$ cat src/rtl/psw_pkg.sv
// constants, types and decode functions for the port-split link watchdog
// assumes a 10 MHz core clock and 16-bit hub register addresses
`default_nettype none

package psw_pkg;

   // register map and widths
   localparam int          ADDR_W          = 16;
   localparam int          DATA_W          = 8;
   localparam int          LINK_W          = 4;
   localparam int          MS_W            = 12;
   localparam int          TMO_FIELD_W     = 3;
   localparam logic [15:0] REG_P3_SEL      = 16'h416D;
   localparam logic [15:0] REG_P4_SEL      = 16'h416E;
   localparam logic [15:0] REG_TIMEOUT     = 16'h4171;
   localparam logic [15:0] REG_TOGGLE      = 16'h4176;

   // reset values
   localparam logic [7:0]  SEL_RESET       = 8'h00;
   localparam logic [2:0]  TIMEOUT_RESET   = 3'h5;
   localparam logic [7:0]  TOGGLE_RESET    = 8'h05;

   // pin select codes per port
   localparam logic [7:0]  P3_SEL_OPT_A    = 8'h42;
   localparam logic [7:0]  P3_SEL_OPT_B    = 8'h05;
   localparam logic [7:0]  P4_SEL_OPT_A    = 8'h06;
   localparam logic [7:0]  P4_SEL_OPT_B    = 8'h04;

   // link states counted as stuck
   localparam logic [3:0]  LINK_STUCK_LO   = 4'h4;
   localparam logic [3:0]  LINK_STUCK_HI   = 4'h9;

   // timeout choices in milliseconds
   localparam logic [11:0] TMO_SEL1_MS     = 12'h064;
   localparam logic [11:0] TMO_SEL2_MS     = 12'h0FA;
   localparam logic [11:0] TMO_SEL3_MS     = 12'h1F4;
   localparam logic [11:0] TMO_SEL4_MS     = 12'h2EE;
   localparam logic [11:0] TMO_SEL5_MS     = 12'h3E8;
   localparam logic [11:0] TMO_SEL6_MS     = 12'h7D0;
   localparam logic [11:0] TMO_NONE_MS     = 12'h000;

   // power-off pulse length in milliseconds
   localparam logic [11:0] TOGGLE_BASE_MS  = 12'h15E;
   localparam logic [11:0] TOGGLE_STEP_MS  = 12'h00A;

   // millisecond tick derived from the core clock
   localparam int          CLK_PERIOD_NS   = 100;
   localparam int          MS_TICK_NS      = 1000000;
   localparam int          MS_TICK_CYCLES  = MS_TICK_NS / CLK_PERIOD_NS;

   typedef enum logic [1:0] {PSW_OFF, PSW_WATCH, PSW_PULSE} psw_wd_state_t;

   // timeout field to milliseconds, zero meaning never
   function automatic logic [11:0] psw_timeout_ms(input logic [2:0] sel);
      logic [11:0] ms;
      unique case (sel)
         3'h1:    ms = TMO_SEL1_MS;
         3'h2:    ms = TMO_SEL2_MS;
         3'h3:    ms = TMO_SEL3_MS;
         3'h4:    ms = TMO_SEL4_MS;
         3'h5:    ms = TMO_SEL5_MS;
         3'h6:    ms = TMO_SEL6_MS;
         default: ms = TMO_NONE_MS;
      endcase
      return ms;
   endfunction

   // toggle field to milliseconds
   function automatic logic [11:0] psw_toggle_ms(input logic [7:0] val);
      return TOGGLE_BASE_MS + (12'(val) * TOGGLE_STEP_MS);
   endfunction

   // pin select decode: bit 0 option a, bit 1 option b
   function automatic logic [1:0] psw_sel_decode(input logic [7:0] val,
                                                 input logic [7:0] opt_a,
                                                 input logic [7:0] opt_b);
      return {val == opt_b, val == opt_a};
   endfunction

endpackage

`default_nettype wire

$ cat src/rtl/psw_wd_if.sv
// carrier between the top and one per-port link watchdog
// assumes both ends share the core clock
`timescale 1ns/100ps
`default_nettype none

interface psw_wd_if;
   logic        enable;      // splitting on for this port
   logic [11:0] timeout_ms;  // zero disables the watchdog
   logic [11:0] toggle_ms;   // power-off pulse length
   logic        ms_tick;     // one-cycle pulse each millisecond
   logic [3:0]  link_state;  // link state of the port
   logic        power_on;    // split power enable level

   modport top (output enable, timeout_ms, toggle_ms, ms_tick, link_state,
                input power_on);
   modport wd  (input enable, timeout_ms, toggle_ms, ms_tick, link_state,
                output power_on);
endinterface

`default_nettype wire

$ cat src/rtl/psw_link_wd.sv
// per-port link watchdog driving the superspeed split power enable
// assumes a one-cycle millisecond tick from the top
`timescale 1ns/100ps
`default_nettype none

module psw_link_wd (
   input  wire logic clk_i,
   input  wire logic rst_n_i,
   psw_wd_if.wd      wd
);
   import psw_pkg::*;

   psw_wd_state_t state, next_state;
   logic [3:0]    prev_link, next_prev_link;
   logic [11:0]   stuck_cnt, next_stuck_cnt;
   logic [11:0]   pulse_cnt, next_pulse_cnt;
   logic          power_on, next_power_on;
   logic          stuck;

   // unchanged link sitting in a stuck state, watchdog armed
   assign stuck = (wd.link_state >= LINK_STUCK_LO) && (wd.link_state <= LINK_STUCK_HI)
                  && (wd.link_state == prev_link) && (wd.timeout_ms != TMO_NONE_MS);

   // next state of the watchdog
   always_comb begin
      next_state     = state;
      next_prev_link = wd.link_state;
      next_stuck_cnt = stuck_cnt;
      next_pulse_cnt = pulse_cnt;
      next_power_on  = power_on;
      unique case (state)
         PSW_OFF: begin
            next_stuck_cnt = '0;
            next_pulse_cnt = '0;
            next_power_on  = 1'b0;
            if (wd.enable) begin
               next_state    = PSW_WATCH;
               next_power_on = 1'b1;
            end
         end
         PSW_WATCH: begin
            if (!wd.enable) begin
               next_state    = PSW_OFF;
               next_power_on = 1'b0;
            end else if (!stuck) begin
               next_stuck_cnt = '0;
            end else if (wd.ms_tick) begin
               if (stuck_cnt + 12'h001 >= wd.timeout_ms) begin
                  next_state     = PSW_PULSE;
                  next_stuck_cnt = '0;
                  next_pulse_cnt = '0;
                  next_power_on  = 1'b0;
               end else begin
                  next_stuck_cnt = stuck_cnt + 12'h001;
               end
            end
         end
         PSW_PULSE: begin
            if (!wd.enable) begin
               next_state     = PSW_OFF;
               next_pulse_cnt = '0;
               next_power_on  = 1'b0;
            end else if (wd.ms_tick) begin
               if (pulse_cnt + 12'h001 >= wd.toggle_ms) begin
                  next_state     = PSW_WATCH;
                  next_pulse_cnt = '0;
                  next_stuck_cnt = '0;
                  next_power_on  = 1'b1;
               end else begin
                  next_pulse_cnt = pulse_cnt + 12'h001;
               end
            end
         end
      endcase
   end

   // watchdog registers
   always_ff @(posedge clk_i or negedge rst_n_i) begin
      if (!rst_n_i) begin
         state     <= PSW_OFF;
         prev_link <= '0;
         stuck_cnt <= '0;
         pulse_cnt <= '0;
         power_on  <= 1'b0;
      end else begin
         state     <= next_state;
         prev_link <= next_prev_link;
         stuck_cnt <= next_stuck_cnt;
         pulse_cnt <= next_pulse_cnt;
         power_on  <= next_power_on;
      end
   end

   assign wd.power_on = power_on;

endmodule // psw_link_wd

`default_nettype wire

$ cat src/rtl/psw_port_split_wd.sv
// port-split power control with link watchdog for downstream ports 3 and 4
// assumes config writes arrive on a simple register port fed by smbus or otp
// Notes on behaviour
// - only ports 3 and 4 can be split; no other port has split power.
// - splitting is set by smbus register writes or from otp.
// - the usb 2.0 power pin keeps its unsplit behaviour when split.
// - splitting enables a split power output on the selected gpio pin.
// - the split power pin is output only, no overcurrent sensing.
// - no valid link for the timeout pulses the split power pin low.
// - the timeout counter clears and restarts each time it expires.
// - link invalid when held in one state 0x4 to 0x9 whole timeout.
// - timeout field: none,100,250,500,750ms,1s,2s, 111 reserved.
// - timeout resets to 0x05; 0x00 disables pulsing entirely.
// - otp can replace the timeout register value.
// - one global timeout for all split ports; bits 7:3 read zero.
// - pulse holds the split pin low for the toggle time, then restores.
// - pulse length is 350ms plus 10ms per field step.
// - toggle time defaults to 400ms, spans 350ms to 2.9s.
// - pulse counter clears when a power-off pulse completes.
`timescale 1ns/100ps
`default_nettype none

module psw_port_split_wd #(
   parameter int MS_TICK_CYCLES = psw_pkg::MS_TICK_CYCLES
) (
   input  wire logic                       clk_i,
   input  wire logic                       rst_n_i,
   // register port written by smbus during configuration or by otp
   input  wire logic                       cfg_wr_i,
   input  wire logic                       cfg_rd_i,
   input  wire logic [psw_pkg::ADDR_W-1:0] cfg_addr_i,
   input  wire logic [psw_pkg::DATA_W-1:0] cfg_wdata_i,
   output logic      [psw_pkg::DATA_W-1:0] cfg_rdata_o,
   output logic                            cfg_rvalid_o,
   // otp override of the timeout register
   input  wire logic                       otp_timeout_load_i,
   input  wire logic [psw_pkg::DATA_W-1:0] otp_timeout_i,
   // usb 2.0 power requests and pins, index 0 port 3, index 1 port 4
   input  wire logic [1:0]                 usb2_power_req_i,
   output logic      [1:0]                 port_power_ctl_pin_o,
   // link state of each port
   input  wire logic [psw_pkg::LINK_W-1:0] port3_link_state_status_i,
   input  wire logic [psw_pkg::LINK_W-1:0] port4_link_state_status_i,
   // split power pins, level and enable
   output logic                            port3_option_a_pin_o,
   output logic                            port3_option_a_pin_oe_o,
   output logic                            port3_option_b_pin_o,
   output logic                            port3_option_b_pin_oe_o,
   output logic                            port4_option_a_pin_o,
   output logic                            port4_option_a_pin_oe_o,
   output logic                            port4_option_b_pin_o,
   output logic                            port4_option_b_pin_oe_o
);
   import psw_pkg::*;

   localparam int TICK_W = $clog2(MS_TICK_CYCLES + 1);

   // configuration registers
   logic [7:0] port3_split_pin_select, next_port3_split_pin_select;
   logic [7:0] port4_split_pin_select, next_port4_split_pin_select;
   logic [2:0] split_link_timeout_config, next_split_link_timeout_config;
   logic [7:0] split_power_off_duration, next_split_power_off_duration;
   logic [7:0] rdata, next_rdata;
   logic       rvalid, next_rvalid;

   // millisecond divider
   logic [TICK_W-1:0] tick_cnt, next_tick_cnt;
   logic              ms_tick, next_ms_tick;

   // pin decode and output flops
   logic [1:0] p3_sel, p4_sel;
   logic [1:0] pwr_ctl, next_pwr_ctl;
   logic [3:0] pins, next_pins;        // {p4b, p4a, p3b, p3a}
   logic [3:0] pins_oe, next_pins_oe;
   logic [1:0] power_on;
   logic [3:0] link_state [2];

   psw_wd_if wd_if [2] ();

   assign p3_sel = psw_sel_decode(port3_split_pin_select, P3_SEL_OPT_A, P3_SEL_OPT_B);
   assign p4_sel = psw_sel_decode(port4_split_pin_select, P4_SEL_OPT_A, P4_SEL_OPT_B);
   assign link_state[0] = port3_link_state_status_i;
   assign link_state[1] = port4_link_state_status_i;

   // register writes, otp override and reads
   always_comb begin
      next_port3_split_pin_select    = port3_split_pin_select;
      next_port4_split_pin_select    = port4_split_pin_select;
      next_split_link_timeout_config = split_link_timeout_config;
      next_split_power_off_duration  = split_power_off_duration;
      next_rdata                     = '0;
      next_rvalid                    = cfg_rd_i;
      if (cfg_wr_i) begin
         unique case (cfg_addr_i)
            REG_P3_SEL:  next_port3_split_pin_select    = cfg_wdata_i;
            REG_P4_SEL:  next_port4_split_pin_select    = cfg_wdata_i;
            REG_TIMEOUT: next_split_link_timeout_config = cfg_wdata_i[TMO_FIELD_W-1:0];
            REG_TOGGLE:  next_split_power_off_duration  = cfg_wdata_i;
            default:     ;
         endcase
      end
      if (otp_timeout_load_i) begin
         next_split_link_timeout_config = otp_timeout_i[TMO_FIELD_W-1:0];
      end
      if (cfg_rd_i) begin
         unique case (cfg_addr_i)
            REG_P3_SEL:  next_rdata = port3_split_pin_select;
            REG_P4_SEL:  next_rdata = port4_split_pin_select;
            REG_TIMEOUT: next_rdata = {5'h00, split_link_timeout_config};
            REG_TOGGLE:  next_rdata = split_power_off_duration;
            default:     next_rdata = '0;
         endcase
      end
   end

   // configuration registers and read data
   always_ff @(posedge clk_i or negedge rst_n_i) begin
      if (!rst_n_i) begin
         port3_split_pin_select    <= SEL_RESET;
         port4_split_pin_select    <= SEL_RESET;
         split_link_timeout_config <= TIMEOUT_RESET;
         split_power_off_duration  <= TOGGLE_RESET;
         rdata                     <= '0;
         rvalid                    <= 1'b0;
      end else begin
         port3_split_pin_select    <= next_port3_split_pin_select;
         port4_split_pin_select    <= next_port4_split_pin_select;
         split_link_timeout_config <= next_split_link_timeout_config;
         split_power_off_duration  <= next_split_power_off_duration;
         rdata                     <= next_rdata;
         rvalid                    <= next_rvalid;
      end
   end

   assign cfg_rdata_o  = rdata;
   assign cfg_rvalid_o = rvalid;

   // one-cycle tick every millisecond
   always_comb begin
      next_ms_tick  = 1'b0;
      next_tick_cnt = tick_cnt + TICK_W'(1);
      if (tick_cnt == TICK_W'(MS_TICK_CYCLES - 1)) begin
         next_tick_cnt = '0;
         next_ms_tick  = 1'b1;
      end
   end

   // divider registers
   always_ff @(posedge clk_i or negedge rst_n_i) begin
      if (!rst_n_i) begin
         tick_cnt <= '0;
         ms_tick  <= 1'b0;
      end else begin
         tick_cnt <= next_tick_cnt;
         ms_tick  <= next_ms_tick;
      end
   end

   // one watchdog per splittable port, sharing the global timeout
   for (genvar p = 0; p < 2; p++) begin : g_port
      assign wd_if[p].enable     = (p == 0) ? |p3_sel : |p4_sel;
      assign wd_if[p].timeout_ms = psw_timeout_ms(split_link_timeout_config);
      assign wd_if[p].toggle_ms  = psw_toggle_ms(split_power_off_duration);
      assign wd_if[p].ms_tick    = ms_tick;
      assign wd_if[p].link_state = link_state[p];
      assign power_on[p]         = wd_if[p].power_on;

      psw_link_wd u_wd (
         .clk_i   (clk_i),
         .rst_n_i (rst_n_i),
         .wd      (wd_if[p].wd)
      );
   end

   // pin routing: split power only on the selected gpio, usb 2.0 untouched
   always_comb begin
      next_pwr_ctl = usb2_power_req_i;
      next_pins_oe = {p4_sel, p3_sel};
      next_pins    = {p4_sel & {2{power_on[1]}}, p3_sel & {2{power_on[0]}}};
   end

   // output flops; split pins are drive-only, no sense path
   always_ff @(posedge clk_i or negedge rst_n_i) begin
      if (!rst_n_i) begin
         pwr_ctl <= '0;
         pins    <= '0;
         pins_oe <= '0;
      end else begin
         pwr_ctl <= next_pwr_ctl;
         pins    <= next_pins;
         pins_oe <= next_pins_oe;
      end
   end

   assign port_power_ctl_pin_o    = pwr_ctl;
   assign port3_option_a_pin_o    = pins[0];
   assign port3_option_a_pin_oe_o = pins_oe[0];
   assign port3_option_b_pin_o    = pins[1];
   assign port3_option_b_pin_oe_o = pins_oe[1];
   assign port4_option_a_pin_o    = pins[2];
   assign port4_option_a_pin_oe_o = pins_oe[2];
   assign port4_option_b_pin_o    = pins[3];
   assign port4_option_b_pin_oe_o = pins_oe[3];

endmodule // psw_port_split_wd

`default_nettype wire

$ cat config.mk
export PLATFORM = sky130hd
export DESIGN_NAME = psw_port_split_wd
export DESIGN_NICKNAME = d
export VERILOG_FILES = /design/src/rtl/psw_pkg.sv /design/src/rtl/psw_wd_if.sv /design/src/rtl/psw_link_wd.sv /design/src/rtl/psw_port_split_wd.sv
export SDC_FILE = /design/constraint.sdc
export NUM_CORES = 1
export LEC_CHECK = 0
export BUFFER_PORTS_ARGS = -buffer_cell sky130_fd_sc_hd__buf_2
export CAP_MARGIN = 20
export CELL_PAD_IN_SITES_DETAIL_PLACEMENT = 0
export CELL_PAD_IN_SITES_GLOBAL_PLACEMENT = 1
export CORE_MARGIN = 2
export CORE_UTILIZATION = 51
export DETAILED_ROUTE_END_ITERATION = 7
export GPL_ROUTABILITY_DRIVEN = 0
export HOLD_SLACK_MARGIN = 0.03
export PLACE_DENSITY_LB_ADDON = 0.05
export SETUP_SLACK_MARGIN = 0.3
export SYNTH_ARGS = -nofsm -noshare
export SYNTH_HDL_FRONTEND = slang
export SYNTH_SLANG_ARGS = --single-unit
export TNS_END_PERCENT = 100
$ cat constraint.sdc
create_clock -name clk_i -period 8.35 [get_ports clk_i]
set_input_delay 0.4175 -clock clk_i [delete_from_list [all_inputs] [get_ports clk_i]]
set_output_delay 0.4175 -clock clk_i [all_outputs]
set_load 0.02 [all_outputs]
Word-level counts from Yosys, hierarchy flattened --
Cells that the tools add are included.
Storage, ports and cells: word-level logic and storage cells 188, bits in registers 123, output and inout port bits 19, input port bits 47
Cells by class: multiply operators 1, $add $sub $neg 6, equal/unequal tests 49, reductions and logical operators 25, bitwise gates (word level) 2, muxes and demuxes 76, $lt $le $gt $ge 8
Operator list (count):
- $mux W12 | 28
- $pmux W12 S3 | 4
- $pmux W11 S6 | 1
- $eq A16 B15 Y1 const B | 4
- $add A12 B1 Y12 const B | 4
- $ne A3 B3 Y1 const B | 12
- $mux W2 | 16
- $pmux W8 S4 | 1
- $reduce_and A5 Y1 | 6
- $eq A8 B3 Y1 const B | 3
- $ge A12 B11 Y1 | 2
- $ge A12 B12 Y1 | 2
- $ne A2 B1 Y1 const B | 12
- $mux W1 | 17
- $add A14 B1 Y14 const B | 1
- $eq A14 B14 Y1 const B | 1
- $mux W14 | 1
- $add A9 B12 Y12 const A | 1
- $pmux W2 S3 | 2
- $reduce_and A6 Y1 | 2
- $reduce_bool A12 Y1 | 1
- $mul A8 B3 Y11 const B | 1
- $eq A3 B3 Y1 const B | 3
- $mux W3 | 3
- other kinds (17) | 39

Depth between registers and ports, before layout --
Gate-level depths: netlist of run 1.
depth in word-level cells 8, mapped depth 16, gate-level depth less buffers 15

Cells and area by module --
A second synthesis of run 1 with hierarchy kept.
Second synthesis, totals: cells, all modules 888, area, all modules 8157.8 µm²
By module, submodules not included:
- psw_port_split_wd | times used 1, sequential area each 1531.5 µm², cells each 292, area an instance 3225.6 µm²
- psw_link_wd (g_port[1].u_wd) | times used 1, sequential area each 775.7 µm², cells each 298, area an instance 2474.9 µm²
- psw_link_wd (g_port[0].u_wd) | times used 1, sequential area each 775.7 µm², cells each 298, area an instance 2457.4 µm²

Worst setup path after synthesis of run 1 --
No wires, ideal clock.
kind reg2reg, start point register split_power_off_duration[1], end point register g_port[1].u_wd.stuck_cnt[10], path buffers 1, stages on the path, launching flop included 16, library setup time 125 ps, slack 4230 ps, data arrival time 3995 ps, data required time 8225 ps, period minus slack after synthesis 4120 ps, cell sequence dfrtp_1 ha_1 ha_1 fa_1 a21o_1 a211oi_1 o32ai_1 xnor2_1 ha_1 a21oi_1 o21ai_0 maj3_1 o21a_1 o21ai_1 buf_4 mux2_2
On the way: word-level cells in the longest chain between the ends 5
Ends and longest elaborated chain:
- start: declaration | line psw_port_split_wd.sv:62 | logic [7:0] split_power_off_duration, next_split_power_off_duration;
- start signal: assignment | line psw_port_split_wd.sv:129 | split_power_off_duration <= next_split_power_off_duration;
- $mul A8 B3 Y11 | line psw_pkg.sv:70 | return TOGGLE_BASE_MS + (12'(val) * TOGGLE_STEP_MS);
- $add A9 B12 Y12 | line psw_pkg.sv:70
- $ge A12 B12 Y1 | line psw_link_wd.sv:64 | if (pulse_cnt + 12'h001 >= wd.toggle_ms) begin
- $ne A2 B1 Y1 (no source line)
- $reduce_and A5 Y1 (no source line)
- end signal: assignment | line psw_link_wd.sv:88 | stuck_cnt <= next_stuck_cnt;
- end: declaration | line psw_link_wd.sv:15 | logic [11:0] stuck_cnt, next_stuck_cnt;
No other way between the ends. A chain may end at the register's enable or synchronous reset.

Worst setup path after layout of run 1 --
start point register split_power_off_duration[1], end point register g_port[1].u_wd.stuck_cnt[6]
Same word-level chain as after synthesis.

==> flow_summary.yaml, run 1 <==
die:
  die_area_um2: 15700
  rows: 44
  initial_utilization: 0.519
  ios: 66
  die_w_um: 125
  dieHeight_um: 125
  coreArea_um2: 14400
pwr:
  clkPwrFrac: 0.502
  p_leak_nw: 4.28
  powerDensity_nw_per_um2: 178
  p_comb_frac: 0.100
  p_sw_mw: 0.376
  p_int_mw: 1.16
  seqPwrFrac: 0.399
  swShare: 0.244
  vdd_drop_max_uv: 165
timing:
  drv_slew: 0
  skew_ns: 0.0104
  setup_viol: 0
  tightest_slew_ns: 1.07
  max_slew_margin: 0.280
  fmax_mhz: 197
  post-route-period-util: 0.609
  min_period_ns: 5.08
  rsz0062_at_grt: "no"
  tns_ns: 0
  finalHoldViolations: 0
logic_synthesis:
  ys_ff_latch: 123
  synth_fp_nets: 869
  synth_edf_count: 0
  yosys_warnings: 0
  syn_area_um2: 7480
  syn_inst: 759
  yosysUniqueCellTypes: 66
  synth_top_flop_cell: "dfrtp_1"
  avgSynthCellArea_um2: 9.85
  ys_seq_area_frac: 0.412
  async_flop_share: 1.00
grt:
  grt_pass1_vias: 5861
  antenna_found_initial: 0
  grt_usage: 0.224
  globalRouteOverflowTotal: 0
  grt_max_degree: 75
  grt_first_pass_wirelength_mm: 28.6
drt:
  vias: 5835
  via_per_inst: 5.70
  drt_drc_violations_left: 0
  postRouteAntennaNets: 0
  drt-total-wl_mm: 16.5
  drt_iter0_drc: 358
  wl_per_cell_um: 16.1
  first_pass_iters: 6
clocking:
  postCtsSetupBuffers: 0
  cts_resized: 0
  cts.sinks: 123
  cts_tree: "done"
  root_buffer: "clkbuf_16"
  ctsHoldBuffers: 0
  cts_buffers: 17
  htreeDepth: 4
  clkTransAtPathRegs_ns: 0.05
  insertion_delay_ns: 0.42
  clockBufferDepth: 2
placed_design:
  io_buffer_count: 60
  placed_area_um2: 8000
  hpwl_mm: 12.1
hold_path:
  hold_class: "in -> async"
worst_setup_path:
  required_ns: 8.65
  cpLargestDelayFamily: "compound AO/OA/AOI/OAI gates"
  cp.arrival_ns: 5.38
  critPathKind: "reg -> reg"
  worstSetupStartpointType: "flip-flop"
  slowest_stage: "o21ai_1"
  cp-end-kind: "flip-flop"
  slowest_delay_ns: 0.84
  worst-path-max-fanout: 12
  cp_common_cell: "ha_1"
  crit_buf_inv: 0
  path_cells: "ha_1 > ha_1 > fa_1 > a21o_1 > a211oi_1 > o32ai_1 > xnor2_1 > ha_1 > a21oi_1 > o21ai_0 > maj3_1 > o21a_1 > o21ai_1 > mux2_2"
flow_run:
  max-cap-violations: 0
cells_and_area:
  n_fill_cell: 1245
  areaGrowthSynthToFinish_pct: 15.2
  stdcell_area_um2: 8620
  drive_gt1_frac: 0.185
  finalNetCount: 937
  insertedDiodeCount: 0
status:
  status: "completed"
power by group through the flow:
stage          clock network (mW)  logic [mW]  registers (mW)
2_1_floorplan                   0       0.101           0.619
3_3_place_gp                    0       0.146           0.622
3_5_place_dp                    0       0.153           0.623
4_1_cts                     0.788       0.155           0.613
5_1_grt                     0.816       0.174           0.614
6_report                    0.772       0.153           0.613
stage by stage:
step                setup WS, ns  utilization  instances  hold slack (ns)  power [mW]
detailed placement          3.28        0.554        992            0.477       0.777
global route                2.95        0.598       1024           0.0507        1.60
CTS                         3.27        0.598       1024           0.0331        1.56
finish                      3.27        0.598       1024           0.0179        1.54
floorplan                   4.23            -        759            0.122       0.720
global placement            3.39        0.554        992            0.465       0.769
placed cells by master, fill, tap and decap left out, types with 6 or more instances in the layout:
cell	count
dfrtp_1	119
buf_2	59
o22ai_1	12
a222oi_1	8
nand4_1	13
a21oi_1	17
nor2_1	56
clkbuf_16	17
o21a_1	8
and3_1	19
mux2_2	36
mux2i_1	6
xnor2_1	39
nor3_1	16
nand3_1	36
a32o_1	9
nand2b_1	8
a211oi_1	6
a21o_1	11
buf_4	9
nand2_1	73
inv_1	40
o21ai_0	35
ha_1	62
xor2_1	24
cell usage after synthesis, drive strengths merged, types with 3 or more instances:
master | count | area (um^2)
nand2b | 8 | 50.1
nand4b | 5 | 43.8
a221oi | 3 | 32.5
a21o | 11 | 82.6
or3b | 4 | 35.0
nor3 | 16 | 80.1
mux2i | 6 | 60.1
xor2 | 24 | 210
nor4bb | 4 | 40.0
ha | 62 | 776
or2 | 5 | 31.3
dfstp | 4 | 105
xnor2 | 39 | 342
a211oi | 8 | 70.1
a222oi | 8 | 80.1
a21boi | 4 | 30.0
nand2 | 73 | 274
nand4 | 13 | 81.3
and3 | 19 | 119
a32o | 10 | 101
dfrtp | 119 | 2980
nor4 | 4 | 25.0
and2 | 5 | 33.8
o21a | 8 | 60.1
nand3b | 3 | 22.5
or4 | 3 | 26.3
nor2b | 5 | 31.3
clkbuf | 17 | 63.8
a21oi | 18 | 93.8
o22ai | 12 | 75.1
nand3 | 36 | 180
a211o | 3 | 26.3
mux2 | 36 | 405
o21ai | 39 | 195
nor2 | 57 | 216
inv | 40 | 150
cells by family after synthesis:
kind of cell	count (synthesis)	share of synthesized area
flip-flops	123	0.412
AND/OR/NAND/NOR	268	0.183
buffers and inverters	59	0.0303
multiplexers	42	0.0622
adder cells (fa/ha/maj)	64	0.108
XOR/XNOR	63	0.0738
AO/OA/AOI/OAI	140	0.131
area by class of cell:
class	instances	area, um^2	area share
multi-input combinational	577	4170	0.484
sequential	123	3080	0.358
clock buffer	22	484	0.0562
timing repair buffer	68	363	0.0421
tap	184	230	0.0267
inverter	40	150	0.0174
clock inverter	10	139	0.0161
flip-flops by register name, summed over array words and instances (netlist names):
name and flops:
cfg_rdata_o 8, cfg_rvalid_o 1, g_port.u_wd.prev_link 8, g_port.u_wd.pulse_cnt 24, g_port.u_wd.state 4, g_port.u_wd.stuck_cnt 24, g_port.u_wd.wd.power_on 2, ms_tick 1
pins 4, pins_oe 4, port3_split_pin_select 8, port4_split_pin_select 8, port_power_ctl_pin_o 2, split_link_timeout_config 3, split_power_off_duration 8, tick_cnt 14
final timing paths:
| check | startpoint | end | slack [ns] | cells past startpoint |
|---|---|---|---|---|
| setup reg to reg | split_power_off_duration[1] | g_port[1].u_wd.stuck_cnt[6] | 3.27 | 14 |
| setup / recovery | split_power_off_duration[1] | g_port[1].u_wd.stuck_cnt[6] | 3.27 | 14 |
| min in group clk_i | usb2_power_req_i[0] | port_power_ctl_pin_o[0] | 0.10 | 1 |
| hold / removal | rst_n_i | tick_cnt[0] | 0.02 | 1 |
| max in group asynchronous | rst_n_i | g_port[0].u_wd.stuck_cnt[7] | 6.95 | 2 |
| hold reg to reg | tick_cnt[0] | tick_cnt[0] | 0.49 | 1 |
metal layers:
metal  vias to the layer above  GRT usage  part of all wire
met3                        19     0.0496             0.035
met5                         -          0                 0
met2                       109      0.355              0.46
li1                       2876          -                 -
met1                      2831      0.309              0.49
met4                         0     0.0693             0.016
(Power assumes the default switching activity.)
==> run 2: changes to the inputs <==
--- a/config.mk
+++ b/config.mk
@@ -10,7 +10,7 @@
 export CELL_PAD_IN_SITES_DETAIL_PLACEMENT = 0
 export CELL_PAD_IN_SITES_GLOBAL_PLACEMENT = 1
 export CORE_MARGIN = 2
-export CORE_UTILIZATION = 51
+export CORE_UTILIZATION = 43
 export DETAILED_ROUTE_END_ITERATION = 7
 export GPL_ROUTABILITY_DRIVEN = 0
 export HOLD_SLACK_MARGIN = 0.03
==> constraint.sdc (replaced) <==
create_clock -name clk_i -period 4.25 [get_ports clk_i]
set_input_delay 0.2125 -clock clk_i [delete_from_list [all_inputs] [get_ports clk_i]]
set_output_delay 0.2125 -clock clk_i [all_outputs]
set_load 0.02 [all_outputs]
==> run 2 against run 1 <==
Net effect:
- global-route usage down 1.6 points
- core utilization down 4.6 points
- register-to-register slack worse by 3.0 ns
- critical endpoint is now g_port[0].u_wd.wd.power_on
- non-clock buffer count up 50
- count of clock-buffer cells in the layout down 4
- first-iteration DRC count down 21%
- clock power up 94%
- combinational power rose to 2.8 times the previous value
- design area up 9.9%
- sequential cell count unchanged
==> flow_summary.yaml, run 2 (synthesis results as in run 1) <==
status:
  status: "completed"
worst_setup_path:
  cp.arrival_ns: 4.32
  reg2regPathDepth: 13
  r2r_end: "g_port[0].u_wd.wd.power_on"
  worst-path-max-fanout: 3
  critPathKind: "reg -> reg"
  path_cells: "ha_4 > fa_2 > a21o_1 > a211oi_2 > o32ai_2 > xnor2_2 > ha_1 > o21ai_0 > a211o_1 > a311oi_4 > nor2_2 > or4b_1 > a32o_1"
  required_ns: 4.55
  r2r_setup_slack_ns: 0.23
  slowest_stage: "dfstp_2"
  crit_buf_inv: 0
  cpLargestDelayFamily: "compound AO/OA/AOI/OAI gates"
  worstSetupPathDepth: 13
  cp-end-kind: "flip-flop"
  cp-endpoint: "g_port[0].u_wd.wd.power_on"
  slowest_delay_ns: 0.57
  critPathLaunch: "split_power_off_duration[2]"
  worstReg2RegStart: "split_power_off_duration[2]"
  worstSetupStartpointType: "flip-flop"
clocking:
  root_buffer: "clkbuf_16"
  clockBufferDepth: 2
  cts_buffers: 17
  clkTransAtPathRegs_ns: 0.06
  htreeDepth: 4
  insertion_delay_ns: 0.42
  cts.sinks: 123
  cts_tree: "done"
drt:
  postRouteAntennaNets: 0
  drt-total-wl_mm: 18.6
  drt_drc_violations_left: 0
  first_pass_iters: 5
  via_per_inst: 5.51
  vias: 6138
  drt_iter0_drc: 284
  wl_per_cell_um: 16.7
timing:
  max_slew_margin: 0.398
  fmax_mhz: 249
  drv_slew: 0
  skew_ns: 0.00998
  tns_ns: 0
  fin_hold_ws_ns: 0.0518
  post-route-period-util: 0.946
  rsz0062_at_grt: "yes"
  finalHoldViolations: 0
  tightest_slew_ns: 0.896
  min_period_ns: 4.02
  setup_viol: 0
die:
  rows: 48
  die_area_um2: 18500
  coreArea_um2: 17200
  die_w_um: 136
  initial_utilization: 0.435
  ios: 66
  dieHeight_um: 136
placed_design:
  place_inst: 1045
  io_buffer_count: 60
  hpwl_mm: 13.1
  placed_area_um2: 8180
cells_and_area:
  stdcell_area_um2: 9470
  drive_gt1_frac: 0.253
  n_fill_cell: 1577
  seq_area_um2: 3080
  layout_common_cells: "dfrtp_1 (118), nand2_1 (72), buf_2 (60)"
  areaGrowthSynthToFinish_pct: 26.6
  top_regs: "g_port.u_wd.pulse_cnt: 24 flops, g_port.u_wd.stuck_cnt: 24 flops, tick_cnt: 14 flops"
  finalNetCount: 987
  multi_input_area_um2: 4520
  final_common_cell: "dfrtp_1"
  instances_no_fill: 1114
  insertedDiodeCount: 0
grt:
  globalRouteOverflowTotal: 0
  grt_first_pass_wirelength_mm: 30.2
  antenna_found_initial: 0
  grt_pass1_vias: 6069
  grt_usage: 0.208
  grt_max_degree: 58
pwr:
  powerDensity_nw_per_um2: 332
  vdd_drop_max_uv: 299
  totalPowerFinal_mw: 3.14
  p_leak_nw: 4.53
flow_run:
  max-cap-violations: 0
hold_path:
  hold_class: "in -> reg"
[run 2: timing repair]
action                                  in CTS  in global routing
buffers inserted                            14                  4
resized for setup                           33                 33
endpoints found under the setup margin      44                 54
gates cloned                                 2                  1
hold buffers                                17                  0
pin swaps                                   19                 20
endpoints found under the hold margin       69                  0
[run 2: layout make-up]
cell class	instances	area share
inverter	40	0.0159
multi-input combinational	577	0.477
sequential	123	0.326
clock buffer	18	0.0464
clock inverter	13	0.0177
tap	225	0.0297
timing repair buffer	118	0.0872
[run 2: how the worst min path moves through the flow]
| stage | startpoint | to | slack (ns) | depth (start not counted) |
|---|---|---|---|---|
| detailed placement | usb2_power_req_i[1] | port_power_ctl_pin_o[1] | 0.32 | 1 |
| global placement | rst_n_i | g_port[1].u_wd.pulse_cnt[4] | 0.32 | 1 |
| floorplan | rst_n_i | cfg_rdata_o[0] | -0.08 | 0 |
| CTS | otp_timeout_load_i | split_link_timeout_config[1] | 0.04 | 2 |
| global route | otp_timeout_load_i | split_link_timeout_config[1] | 0.06 | 2 |
| finish | otp_timeout_load_i | split_link_timeout_config[1] | 0.05 | 2 |
[run 2: worst register-to-register path: stages (launching register included)]
cell and delay [ns]:
dfstp_2 0.57, ha_4 0.23, fa_2 0.48, a21o_1 0.21
a211oi_2 0.29, o32ai_2 0.16, xnor2_2 0.17, ha_1 0.29
o21ai_0 0.08, a211o_1 0.31, a311oi_4 0.29, nor2_2 0.08
or4b_1 0.51, a32o_1 0.23
[run 2: metrics by stage]
step,setup WS (ns),util
2_1_floorplan,0.310,-
3_3_place_gp,0.0703,0.476
3_5_place_dp,0.0141,0.476
4_1_cts,0.211,0.540
5_1_grt,0.0858,0.551
6_report,0.231,0.551
[run 2: routing by layer]
layer,global-route usage,share of wire,vias up
li1,-,-,2984
met4,0.0689,0.012,0
met5,0,0,-
met3,0.0358,0.036,20
met2,0.332,0.47,135
met1,0.288,0.48,2999
[run 2: report_power, final]
group / internal, mW / total [mW] / switching (mW) / leakage, nW
clock: 0.938 / 1.50 / 0.562 / 0.281
sequential: 1.19 / 1.20 / 0.0163 / 1.66
combinational: 0.207 / 0.436 / 0.229 / 2.59
